### src/include/pwm_fifo_consts.svh
// Constants for the two-channel pulse and serial output block
`ifndef PWM_FIFO_CONSTS_SVH
`define PWM_FIFO_CONSTS_SVH

`define NUM_CHAN        2
`define APB_AW          8
`define FIFO_DEPTH      16
`define FIFO_AW         4
`define FIFO_LW         5
`define WORD_BITS       32

`define OFS_CTRL        8'h00
`define OFS_STATUS      8'h04
`define OFS_DMA_CFG     8'h08
`define OFS_RANGE1      8'h10
`define OFS_DATA1       8'h14
`define OFS_FIFO_IN     8'h18
`define OFS_RANGE2      8'h20
`define OFS_DATA2       8'h24

`define CTL_STRIDE      8
`define CTL_ENABLE      0
`define CTL_MODE        1
`define CTL_REPEAT      2
`define CTL_IDLE        3
`define CTL_FIFO_SRC    5
`define CTL_CLEAR_FIFO  6

`define STA_FULL        0
`define STA_EMPTY       1
`define STA_WRITE_ERR   2
`define STA_GAP0        4
`define STA_BUSY0       9
`define STA_LEVEL_LSB   16

`define DMA_ENABLE_BIT  31
`define DMA_URG_MSB     15
`define DMA_URG_LSB     8
`define DMA_REQ_MSB     7
`define DMA_REQ_LSB     0

`define RANGE_RESET     32'h0000_0020
`define DATA_RESET      32'h0000_0000
`define THR_RESET       8'h07
`define ZERO_WORD       32'h0000_0000
`define ONE_WORD        32'h0000_0001

`endif

### src/include/pwm_fifo_pkg.sv
// Types shared by the output block, its channel engines and its FIFO store
package pwm_fifo_pkg;

    typedef struct packed {
        logic fifoSrc;
        logic idleLevel;
        logic repeatLast;
        logic mode;
        logic enable;
    } chan_cfg_t;

    typedef struct packed {
        logic [31:0] cnt;
        logic [31:0] word;
        logic [31:0] acc;
        logic        active;
        logic        waiting;
        logic        pinOut;
    } engine_state_t;

    typedef struct packed {
        logic [15:0][31:0] cells;
        logic [31:0]       rdData;
    } fifo_mem_state_t;

    typedef struct packed {
        chan_cfg_t [1:0]   cfg;
        logic [1:0][31:0]  range;
        logic [1:0][31:0]  data;
        logic              dmaEnable;
        logic [7:0]        urgentThr;
        logic [7:0]        reqThr;
        logic [3:0]        wrPtr;
        logic [3:0]        rdPtr;
        logic [4:0]        level;
        logic              writeError;
        logic [1:0]        gapSeen;
        logic              turn;
        logic              pending;
        logic              pendCh;
        logic              pendRepeat;
        logic [31:0]       lastWord;
        logic              pready;
        logic [31:0]       prdata;
        logic              pslverr;
        logic              dmaReq;
        logic              dmaPanic;
    } top_state_t;

endpackage

### src/core/pwm_fifo_mem.sv
// Word store behind the shared channel FIFO, registered read port
`timescale 1ns/1ps
`include "pwm_fifo_consts.svh"

module pwm_fifo_mem (
    input  wire logic                core_clk,
    input  wire logic                resetn,
    input  wire logic                wrEn,
    input  wire logic [`FIFO_AW-1:0] wrAddr,
    input  wire logic [31:0]         wrData,
    input  wire logic                rdEn,
    input  wire logic [`FIFO_AW-1:0] rdAddr,
    output logic      [31:0]         rdData
);
    pwm_fifo_pkg::fifo_mem_state_t st_ff;
    pwm_fifo_pkg::fifo_mem_state_t nxt_st;

    always_comb begin
        nxt_st = st_ff;
        if (wrEn) begin
            nxt_st.cells[wrAddr] = wrData;
        end
        if (rdEn) begin
            nxt_st.rdData = st_ff.cells[rdAddr];
        end
        if (!resetn) begin
            nxt_st = '0;
        end
    end

    always_ff @(posedge core_clk) begin
        st_ff <= nxt_st;
    end

    assign rdData = st_ff.rdData;
endmodule // pwm_fifo_mem

### src/core/pwm_channel_engine.sv
// One output channel: pulse spreading or MSB-first serialising per period
`timescale 1ns/1ps
`include "pwm_fifo_consts.svh"

module pwm_channel_engine (
    input  wire logic                     core_clk,
    input  wire logic                     resetn,
    input  wire pwm_fifo_pkg::chan_cfg_t  cfg,
    input  wire logic [31:0]              range,
    input  wire logic [31:0]              dataWord,
    input  wire logic                     fifoLoad,
    input  wire logic [31:0]              fifoWord,
    output logic                          needWord,
    output logic                          busy,
    output logic                          pinOut
);
    pwm_fifo_pkg::engine_state_t st_ff;
    pwm_fifo_pkg::engine_state_t nxt_st;
    logic [32:0] sum;
    logic        bitVal;
    logic [4:0]  bitIdx;

    always_comb begin
        nxt_st = st_ff;
        sum    = {1'b0, st_ff.acc} + {1'b0, st_ff.word};
        bitVal = cfg.idleLevel;
        bitIdx = 5'(`WORD_BITS - 1) - st_ff.cnt[4:0];
        if (!cfg.enable || range == `ZERO_WORD) begin
            nxt_st.active  = 1'b0;
            nxt_st.waiting = 1'b0;
            nxt_st.cnt     = `ZERO_WORD;
            nxt_st.acc     = `ZERO_WORD;
            nxt_st.pinOut  = cfg.idleLevel;
        end else if (!st_ff.active) begin
            // Waiting for a word leaves the line idle, which is the gap
            nxt_st.pinOut = cfg.idleLevel;
            nxt_st.cnt    = `ZERO_WORD;
            nxt_st.acc    = `ZERO_WORD;
            if (cfg.fifoSrc) begin
                nxt_st.waiting = 1'b1;
                if (fifoLoad && st_ff.waiting) begin
                    nxt_st.word    = fifoWord;
                    nxt_st.active  = 1'b1;
                    nxt_st.waiting = 1'b0;
                end
            end else begin
                nxt_st.word   = dataWord;
                nxt_st.active = 1'b1;
            end
        end else begin
            if (cfg.mode) begin
                // Bits beyond the word carry the idle level as padding
                if (st_ff.cnt < `WORD_BITS) begin
                    bitVal = st_ff.word[bitIdx];
                end else begin
                    bitVal = cfg.idleLevel;
                end
            end else begin
                // Accumulator spreads word-count pulses over range cycles
                if (sum >= {1'b0, range}) begin
                    bitVal     = 1'b1;
                    nxt_st.acc = 32'(sum - {1'b0, range});
                end else begin
                    bitVal     = 1'b0;
                    nxt_st.acc = sum[31:0];
                end
            end
            nxt_st.pinOut = bitVal;
            // Period ends after range cycles, so short ranges truncate
            if (st_ff.cnt == range - `ONE_WORD) begin
                nxt_st.cnt = `ZERO_WORD;
                nxt_st.acc = `ZERO_WORD;
                if (cfg.fifoSrc) begin
                    nxt_st.active  = 1'b0;
                    nxt_st.waiting = 1'b1;
                end else begin
                    nxt_st.word = dataWord;
                end
            end else begin
                nxt_st.cnt = st_ff.cnt + `ONE_WORD;
            end
        end
        if (!resetn) begin
            nxt_st        = '0;
        end
    end

    always_ff @(posedge core_clk) begin
        st_ff <= nxt_st;
    end

    assign needWord = st_ff.waiting;
    assign busy     = st_ff.active;
    assign pinOut   = st_ff.pinOut;
endmodule // pwm_channel_engine

### src/core/pwm_channel_data_fifo.sv
// Two-channel pulse/serial output block with shared FIFO and APB registers
//
// The APB register port and the register offsets are this design's own decisions.
`timescale 1ns/1ps
`include "pwm_fifo_consts.svh"

module pwm_channel_data_fifo (
    input  wire logic               core_clk,
    input  wire logic               resetn,
    input  wire logic               psel,
    input  wire logic               penable,
    input  wire logic               pwrite,
    input  wire logic [`APB_AW-1:0] paddr,
    input  wire logic [31:0]        pwdata,
    output logic      [31:0]        prdata,
    output logic                    pready,
    output logic                    pslverr,
    output logic [`NUM_CHAN-1:0]    chanOut,
    output logic                    dmaRequest,
    output logic                    dmaPanic
);
    pwm_fifo_pkg::top_state_t st_ff;
    pwm_fifo_pkg::top_state_t nxt_st;

    logic [`NUM_CHAN-1:0] needWord;
    logic [`NUM_CHAN-1:0] busy;
    logic [`NUM_CHAN-1:0] fifoLoad;
    logic [31:0]          fifoWord;
    logic [31:0]          memRdData;
    logic                 memWrEn;
    logic                 memRdEn;

    // Engine and bus-side combinational terms
    logic                 fifoFull;
    logic                 fifoEmpty;
    logic                 accessDone;
    logic                 accessStart;
    logic                 wrHit;
    logic                 doPush;
    logic                 doPop;
    logic                 doClear;
    logic [1:0]           sharing;
    logic                 other;
    logic [31:0]          rdMux;
    logic                 unmapped;
    logic [1:0]           gapEvent;

    assign fifoFull    = st_ff.level == 5'(`FIFO_DEPTH);
    assign fifoEmpty   = st_ff.level == 5'd0;
    assign accessStart = psel && penable && !st_ff.pready;
    assign accessDone  = psel && penable && st_ff.pready;
    assign wrHit       = accessDone && pwrite;
    assign fifoWord    = st_ff.pendRepeat ? st_ff.lastWord : memRdData;

    // Only channels one and two are built; others have no address
    genvar c;
    generate
        for (c = 0; c < `NUM_CHAN; c = c + 1) begin : g_chan
            assign fifoLoad[c] = st_ff.pending && (st_ff.pendCh == 1'(c));
            assign sharing[c]  = st_ff.cfg[c].enable && st_ff.cfg[c].fifoSrc;
            assign gapEvent[c] = needWord[c] && sharing[c] && fifoEmpty
                                 && !st_ff.cfg[c].repeatLast;
            pwm_channel_engine u_engine (
                .core_clk (core_clk),
                .resetn   (resetn),
                .cfg      (st_ff.cfg[c]),
                .range    (st_ff.range[c]),
                .dataWord (st_ff.data[c]),
                .fifoLoad (fifoLoad[c]),
                .fifoWord (fifoWord),
                .needWord (needWord[c]),
                .busy     (busy[c]),
                .pinOut   (chanOut[c])
            );
        end
    endgenerate

    // Read mux; the FIFO input reads as zero and never shows contents
    always_comb begin
        rdMux    = `ZERO_WORD;
        unmapped = 1'b0;
        case (paddr)
            `OFS_CTRL: begin
                for (int i = 0; i < `NUM_CHAN; i++) begin
                    rdMux[i*`CTL_STRIDE + `CTL_ENABLE]   = st_ff.cfg[i].enable;
                    rdMux[i*`CTL_STRIDE + `CTL_MODE]     = st_ff.cfg[i].mode;
                    rdMux[i*`CTL_STRIDE + `CTL_REPEAT]   =
                        st_ff.cfg[i].repeatLast;
                    rdMux[i*`CTL_STRIDE + `CTL_IDLE]     =
                        st_ff.cfg[i].idleLevel;
                    rdMux[i*`CTL_STRIDE + `CTL_FIFO_SRC] = st_ff.cfg[i].fifoSrc;
                end
            end
            `OFS_STATUS: begin
                rdMux[`STA_FULL]      = fifoFull;
                rdMux[`STA_EMPTY]     = fifoEmpty;
                rdMux[`STA_WRITE_ERR] = st_ff.writeError;
                rdMux[`STA_GAP0 +: 2] = st_ff.gapSeen;
                rdMux[`STA_BUSY0 +: 2] = busy;
                rdMux[`STA_LEVEL_LSB +: `FIFO_LW] = st_ff.level;
            end
            `OFS_DMA_CFG: begin
                rdMux[`DMA_ENABLE_BIT]             = st_ff.dmaEnable;
                rdMux[`DMA_URG_MSB:`DMA_URG_LSB]   = st_ff.urgentThr;
                rdMux[`DMA_REQ_MSB:`DMA_REQ_LSB]   = st_ff.reqThr;
            end
            `OFS_RANGE1:  rdMux = st_ff.range[0];
            `OFS_DATA1:   rdMux = st_ff.data[0];
            `OFS_FIFO_IN: rdMux = `ZERO_WORD;
            `OFS_RANGE2:  rdMux = st_ff.range[1];
            `OFS_DATA2:   rdMux = st_ff.data[1];
            default:      unmapped = 1'b1;
        endcase
    end

    always_comb begin
        nxt_st  = st_ff;
        doClear = wrHit && (paddr == `OFS_CTRL) && pwdata[`CTL_CLEAR_FIFO];
        // A full FIFO drops the word and leaves stored words intact
        doPush  = wrHit && (paddr == `OFS_FIFO_IN) && !fifoFull;
        doPop   = 1'b0;
        other   = !st_ff.turn;

        // APB: prepare answer on first access edge, commit on second
        // Error flag stands only in the cycle that pready does
        nxt_st.pready  = 1'b0;
        nxt_st.pslverr = 1'b0;
        if (accessStart) begin
            nxt_st.pready  = 1'b1;
            nxt_st.prdata  = pwrite ? `ZERO_WORD : rdMux;
            nxt_st.pslverr = unmapped;
        end

        if (wrHit) begin
            case (paddr)
                `OFS_CTRL: begin
                    for (int i = 0; i < `NUM_CHAN; i++) begin
                        nxt_st.cfg[i].enable     =
                            pwdata[i*`CTL_STRIDE + `CTL_ENABLE];
                        nxt_st.cfg[i].mode       =
                            pwdata[i*`CTL_STRIDE + `CTL_MODE];
                        nxt_st.cfg[i].repeatLast =
                            pwdata[i*`CTL_STRIDE + `CTL_REPEAT];
                        nxt_st.cfg[i].idleLevel  =
                            pwdata[i*`CTL_STRIDE + `CTL_IDLE];
                        nxt_st.cfg[i].fifoSrc    =
                            pwdata[i*`CTL_STRIDE + `CTL_FIFO_SRC];
                    end
                end
                `OFS_DMA_CFG: begin
                    nxt_st.dmaEnable = pwdata[`DMA_ENABLE_BIT];
                    nxt_st.urgentThr = pwdata[`DMA_URG_MSB:`DMA_URG_LSB];
                    nxt_st.reqThr    = pwdata[`DMA_REQ_MSB:`DMA_REQ_LSB];
                end
                `OFS_RANGE1: nxt_st.range[0] = pwdata;
                `OFS_DATA1:  nxt_st.data[0]  = pwdata;
                `OFS_RANGE2: nxt_st.range[1] = pwdata;
                `OFS_DATA2:  nxt_st.data[1]  = pwdata;
                default: begin
                end
            endcase
        end

        // Sticky flags: a new event in the clearing cycle still sets
        if (wrHit && (paddr == `OFS_STATUS)) begin
            if (pwdata[`STA_WRITE_ERR]) begin
                nxt_st.writeError = 1'b0;
            end
            nxt_st.gapSeen = st_ff.gapSeen & ~pwdata[`STA_GAP0 +: 2];
        end
        if (wrHit && (paddr == `OFS_FIFO_IN) && fifoFull) begin
            nxt_st.writeError = 1'b1;
        end
        nxt_st.gapSeen = nxt_st.gapSeen | gapEvent;

        // Turn skips channels that are not sharing the FIFO
        nxt_st.pending = 1'b0;
        if (!sharing[st_ff.turn] && sharing[other]) begin
            nxt_st.turn = other;
        end else if (!st_ff.pending && needWord[st_ff.turn]) begin
            // One grant at a time keeps the sharers in lock-step
            if (!fifoEmpty) begin
                doPop             = 1'b1;
                nxt_st.pending    = 1'b1;
                nxt_st.pendCh     = st_ff.turn;
                nxt_st.pendRepeat = 1'b0;
                if (sharing[other]) begin
                    nxt_st.turn = other;
                end
            end else if (st_ff.cfg[st_ff.turn].repeatLast) begin
                nxt_st.pending    = 1'b1;
                nxt_st.pendCh     = st_ff.turn;
                nxt_st.pendRepeat = 1'b1;
            end
        end
        if (st_ff.pending && !st_ff.pendRepeat) begin
            nxt_st.lastWord = memRdData;
        end

        // Pointers and fill level; clearing wins over push and pop
        if (doPush) begin
            nxt_st.wrPtr = st_ff.wrPtr + 4'd1;
        end
        if (doPop) begin
            nxt_st.rdPtr = st_ff.rdPtr + 4'd1;
        end
        nxt_st.level = st_ff.level + 5'(doPush) - 5'(doPop);
        if (doClear) begin
            nxt_st.wrPtr   = 4'd0;
            nxt_st.rdPtr   = 4'd0;
            nxt_st.level   = 5'd0;
            nxt_st.pending = 1'b0;
        end

        // Requests compare the fill level seen this cycle
        nxt_st.dmaReq   = st_ff.dmaEnable
                          && ({3'd0, st_ff.level} <= st_ff.reqThr);
        nxt_st.dmaPanic = st_ff.dmaEnable
                          && ({3'd0, st_ff.level} <= st_ff.urgentThr);

        if (!resetn) begin
            nxt_st           = '0;
            nxt_st.range[0]  = `RANGE_RESET;
            nxt_st.range[1]  = `RANGE_RESET;
            nxt_st.data[0]   = `DATA_RESET;
            nxt_st.data[1]   = `DATA_RESET;
            nxt_st.dmaEnable = 1'b0;
            nxt_st.urgentThr = `THR_RESET;
            nxt_st.reqThr    = `THR_RESET;
        end
    end

    assign memWrEn = doPush && resetn;
    assign memRdEn = doPop;

    pwm_fifo_mem u_mem (
        .core_clk (core_clk),
        .resetn   (resetn),
        .wrEn     (memWrEn),
        .wrAddr   (st_ff.wrPtr),
        .wrData   (pwdata),
        .rdEn     (memRdEn),
        .rdAddr   (st_ff.rdPtr),
        .rdData   (memRdData)
    );

    always_ff @(posedge core_clk) begin
        st_ff <= nxt_st;
    end

    assign prdata     = st_ff.prdata;
    assign pready     = st_ff.pready;
    assign pslverr    = st_ff.pslverr;
    assign dmaRequest = st_ff.dmaReq;
    assign dmaPanic   = st_ff.dmaPanic;
endmodule // pwm_channel_data_fifo

### config.mk
export PLATFORM = sky130hd
export DESIGN_NAME = pwm_channel_data_fifo
export DESIGN_NICKNAME = d
export VERILOG_FILES = /design/src/include/pwm_fifo_pkg.sv /design/src/core/pwm_fifo_mem.sv /design/src/core/pwm_channel_engine.sv /design/src/core/pwm_channel_data_fifo.sv
export VERILOG_INCLUDE_DIRS = /design/src /design/src/include
export SDC_FILE = /design/constraint.sdc
export NUM_CORES = 2
export LEC_CHECK = 0
export ABC_AREA = 1
export BUFFER_PORTS_ARGS = -buffer_cell sky130_fd_sc_hd__buf_4
export CELL_PAD_IN_SITES_DETAIL_PLACEMENT = 1
export CELL_PAD_IN_SITES_GLOBAL_PLACEMENT = 1
export CORE_UTILIZATION = 30
export DETAILED_ROUTE_END_ITERATION = 16
export GPL_ROUTABILITY_DRIVEN = 0
export PLACE_DENSITY_LB_ADDON = 0.1
export SYNTH_ARGS = -nofsm -noshare
export SYNTH_HDL_FRONTEND = slang
export SYNTH_HIERARCHICAL = 1
export SYNTH_SLANG_ARGS = --single-unit
### constraint.sdc
create_clock -name core_clk -period 8.52 [get_ports core_clk]
set_clock_uncertainty 0.15 [all_clocks]
set_input_delay 1.704 -clock core_clk [delete_from_list [all_inputs] [get_ports core_clk]]
set_output_delay 1.704 -clock core_clk [all_outputs]
set_load 0.02 [all_outputs]
==> metrics.md <==
| Metric | Value |
|---|---|
| Final worst slack | `between 3000 and 4000 ps` |
| Period utilization | `0.610` |
| Peak supply drop | `0.192 mV` |
| Die area | `0.196 sq mm` |
| Synth Area in XOR/XNOR | `0.0275` |
| Clock Latency Late Sink | `800 ps` |
| Post-synthesis compound-gate area fraction | `0.138` |
| Core Region | `0.193 sq mm` |
| Area post-placement | `0.0601 sq mm` |
| HPWL Detailed | `roughly 180 mm` |
| I/O pin count | `83` |
| Number of synthesized flops with an enable pin | `0` |
| Endpoints failing setup | `0` |
| WL final | `between 200 and 300 mm` |
| Rows | `161` |
| CTS resizes | `0` |
| Layout area overhead | `10.6%` |
| Reg2reg setup slack | `roughly 3300 ps` |
| Critical path launch point type | `flop` |
| Routed len/inst | `23.0 microns` |
| # hold bufs at CTS | `0` |
| Fmax | `approximately 190 MHz` |
| Main synth FF type | `dfxtp_1` |
| Slew Limit Fails | `3` |
| Clock Sinks | `985` |
| Yosys top cell area share | `0.339` |
| Vias | `60,800` |
| Top cells by area, synth | `dfxtp_1 34%, nand2_1 13%, nor2_1 12%` |
| Mapped Nets | `approximately 9,500` |
| Final Net Count | `9,234` |
| Worst slew pin tran | `1540 ps` |
| Final Cell Area | `0.0643 sq mm` |
| Simple-Gate Fraction of Synth Area | `0.358` |
| Crit path DAT | `about 5700 ps` |
| Leading area contributor after synthesis | `dfxtp_1` |
| Initial antenna violation count | `18` |
| Largest family of logic cells by synthesized area | `simple AND/OR/NAND/NOR gates` |
| Post-synthesis mux area share | `0.000860` |
| Maximum Capacitance Violations | `1` |
| Detail Route Antenna Nets | `0` |
| Port buffer count | `82` |
| Gr usage total | `0.266` |
| Worst setup EP type | `flop` |
| Number of synthesized register bits | `985` |
| Fin. Hold Viols | `0` |
| Die Ht | `442 microns` |
| Initial Utilization | `0.302` |
| H-tree Lvls | `3` |
| Yosys warnings | `6` |
| Most frequent cell after synthesis | `nand2_1` |
| Largest net degree at the start of global routing | `226` |
| Worst EP required | `9000 ps` |
| Layout cells sized above 1 | `0.0565` |
| Initial DRC count | `4,293` |
| Final min period | `5190 ps` |
| CTS Root Cell | `clkbuf_16` |
| Global-route wire length before repair | `397 mm` |
| Clk buf depth | `3` |
| Yosys cell types | `56` |
| Gate Count Post-Synth | `9,316` |
| Vias in the first global route | `~61,000` |
| CP max FO | `25` |
| Clk slew on worst S/H paths | `around 60 ps` |
| Remaining global-route overflow | `0` |
| Rel. slew slack | `-0.0405` |
| Register area share after synthesis | `0.339` |
| Post-synth ARST share | `0` |
| Outcome | `finished with violations` |
| Synthesized cell area | `just under 0.06 sq mm` |
| Setup TNS | `0 ps` |
| LEAKAGE | `28.9 nW` |
| Failing checks | `capacitance limit, slew limit` |
| DR DRC count | `0` |
| Final core occ | `0.334` |
| Top post-synthesis cells by count | `2,045 x nand2_1, 1,844 x nor2_1, 985 x dfxtp_1` |
| Drt first pass iters | `7` |
| Post-Synth Adder-Cell Area | `0.0344` |
| Mean cell area of the mapped netlist | `6.25 sq um` |
| Worst min-delay path category | `reg -> reg` |
| P per Cell Area | `about 160 mW/mm^2` |
| DP Worst Slack | `2670 ps` |
| CTS Buf Count | `between 100 and 150` |
| Critical setup path kind | `reg -> reg` |
| Post-CTS setup buffers | `0` |
| Via density | `5.21` |
| RSZ-0062 raised after global routing | `false` |
| Die Wd | `442 microns` |
| CTS tree | `yes` |
-- critical path, cell delays in order, from the launching register on --
cell and delay [ps]:
dfxtp_1 340, ha_1 220, fa_1 410, nand3_1 90
nand2_1 100, a21oi_1 400, o21ai_0 350, nand2_1 140
nand2_1 100, xor2_1 260, inv_1 80, ha_1 380
a21oi_1 120, o21ai_0 330, nor2_1 110, o21a_1 220
a21oi_1 260, inv_1 90, nand2_1 70, buf_4 350
nand2_1 90, a31oi_1 380
-- where the power goes --
group	switching [W]	internal, W
registers	0.000000410	0.00460
clock network	0.00229	0.00329
logic	0.000225	0.0000369
total	0.00252	0.00793
-- per-stage QoR --
stage,hold slack [ps],std cells,total power [W]
after global routing,310,11700,0.0108
final,294,11700,0.0105
after global placement,282,11400,0.00497
after floorplan,274,9316,0.00481
after detailed placement,288,11400,0.00497
after CTS,298,11700,0.0106
-- sequential cells by signal, indices dropped and copies added, names as in the netlist --
name	flops
g_chan.u_engine/busy	2
u_mem/st_ff	512
pready	1
pslverr	1
dmaRequest	1
g_chan.u_engine/st_ff	192
dmaPanic	1
st_ff	207
u_mem/rdData	32
g_chan.u_engine/needWord	2
g_chan.u_engine/pinOut	2
prdata	32
-- layer usage --
metal / up-vias / part of all wire / global-route usage
met5: - / 0.00022 / 0
met4: 8 / 0.031 / 0.0783
met3: 352 / 0.046 / 0.0297
met2: 1283 / 0.47 / 0.448
met1: 30000 / 0.45 / 0.355
li1: 29200 / - / -
-- final timing paths --
check,from,to,cells after the start
min reg2reg,u_mem/st_ff[428],u_mem/st_ff[428],2
max reg2reg,g_chan[1].u_engine/st_ff[35],g_chan[1].u_engine/pinOut,21
max,g_chan[1].u_engine/st_ff[35],g_chan[1].u_engine/pinOut,21
min,u_mem/st_ff[428],u_mem/st_ff[428],2
-- cell usage in the layout, fill, tap and decap left out, types with 5 or more instances in the layout --
cell,count
a21boi_0,6
a21o_1,12
a21oi_1,493
a31oi_1,14
buf_4,176
bufinv_16,12
clkbuf_1,30
clkbuf_16,122
clkbuf_8,33
clkinv_2,22
dfxtp_1,979
diode_2,5
fa_1,5
ha_1,152
inv_1,815
inv_2,29
mux2i_1,5
nand2_1,2044
nand2_2,10
nand3_1,772
nand3_2,11
nand3b_1,51
nand4_1,93
nor2_1,1840
nor2_2,19
nor2_4,36
nor3_1,62
nor3b_1,8
nor4_1,27
o211ai_1,21
o21a_1,14
o21ai_0,874
o21ai_1,76
o21bai_1,29
or2_2,10
xnor2_1,47
xor2_1,126
-- kinds of logic (layout without fill, tap and decap cells) --
kind of cell / count (synthesis) / count (layout)
AOI/OAI and AO/OA: 1549 / 1549
xor gates and xnor gates: 177 / 177
adders and majority gates: 157 / 157
buffers and inverters: 1436 / 1259
DFF: 985 / 985
muxes: 5 / 5
other: 0 / 5
and+or+nand+nor: 5007 / 5007
-- area by class of cell --
class,instances,area (sq um)
flip-flops and latches,985,19700
diodes,5,12.5
clock buffers,185,3620
well taps,2526,3160
inverters,850,3200
clock inverters,45,652
multi-input cells,6895,32600
fillers,24800,128000
repair buffers,179,1380
Note: power is estimated with default switching activity, not from simulation.
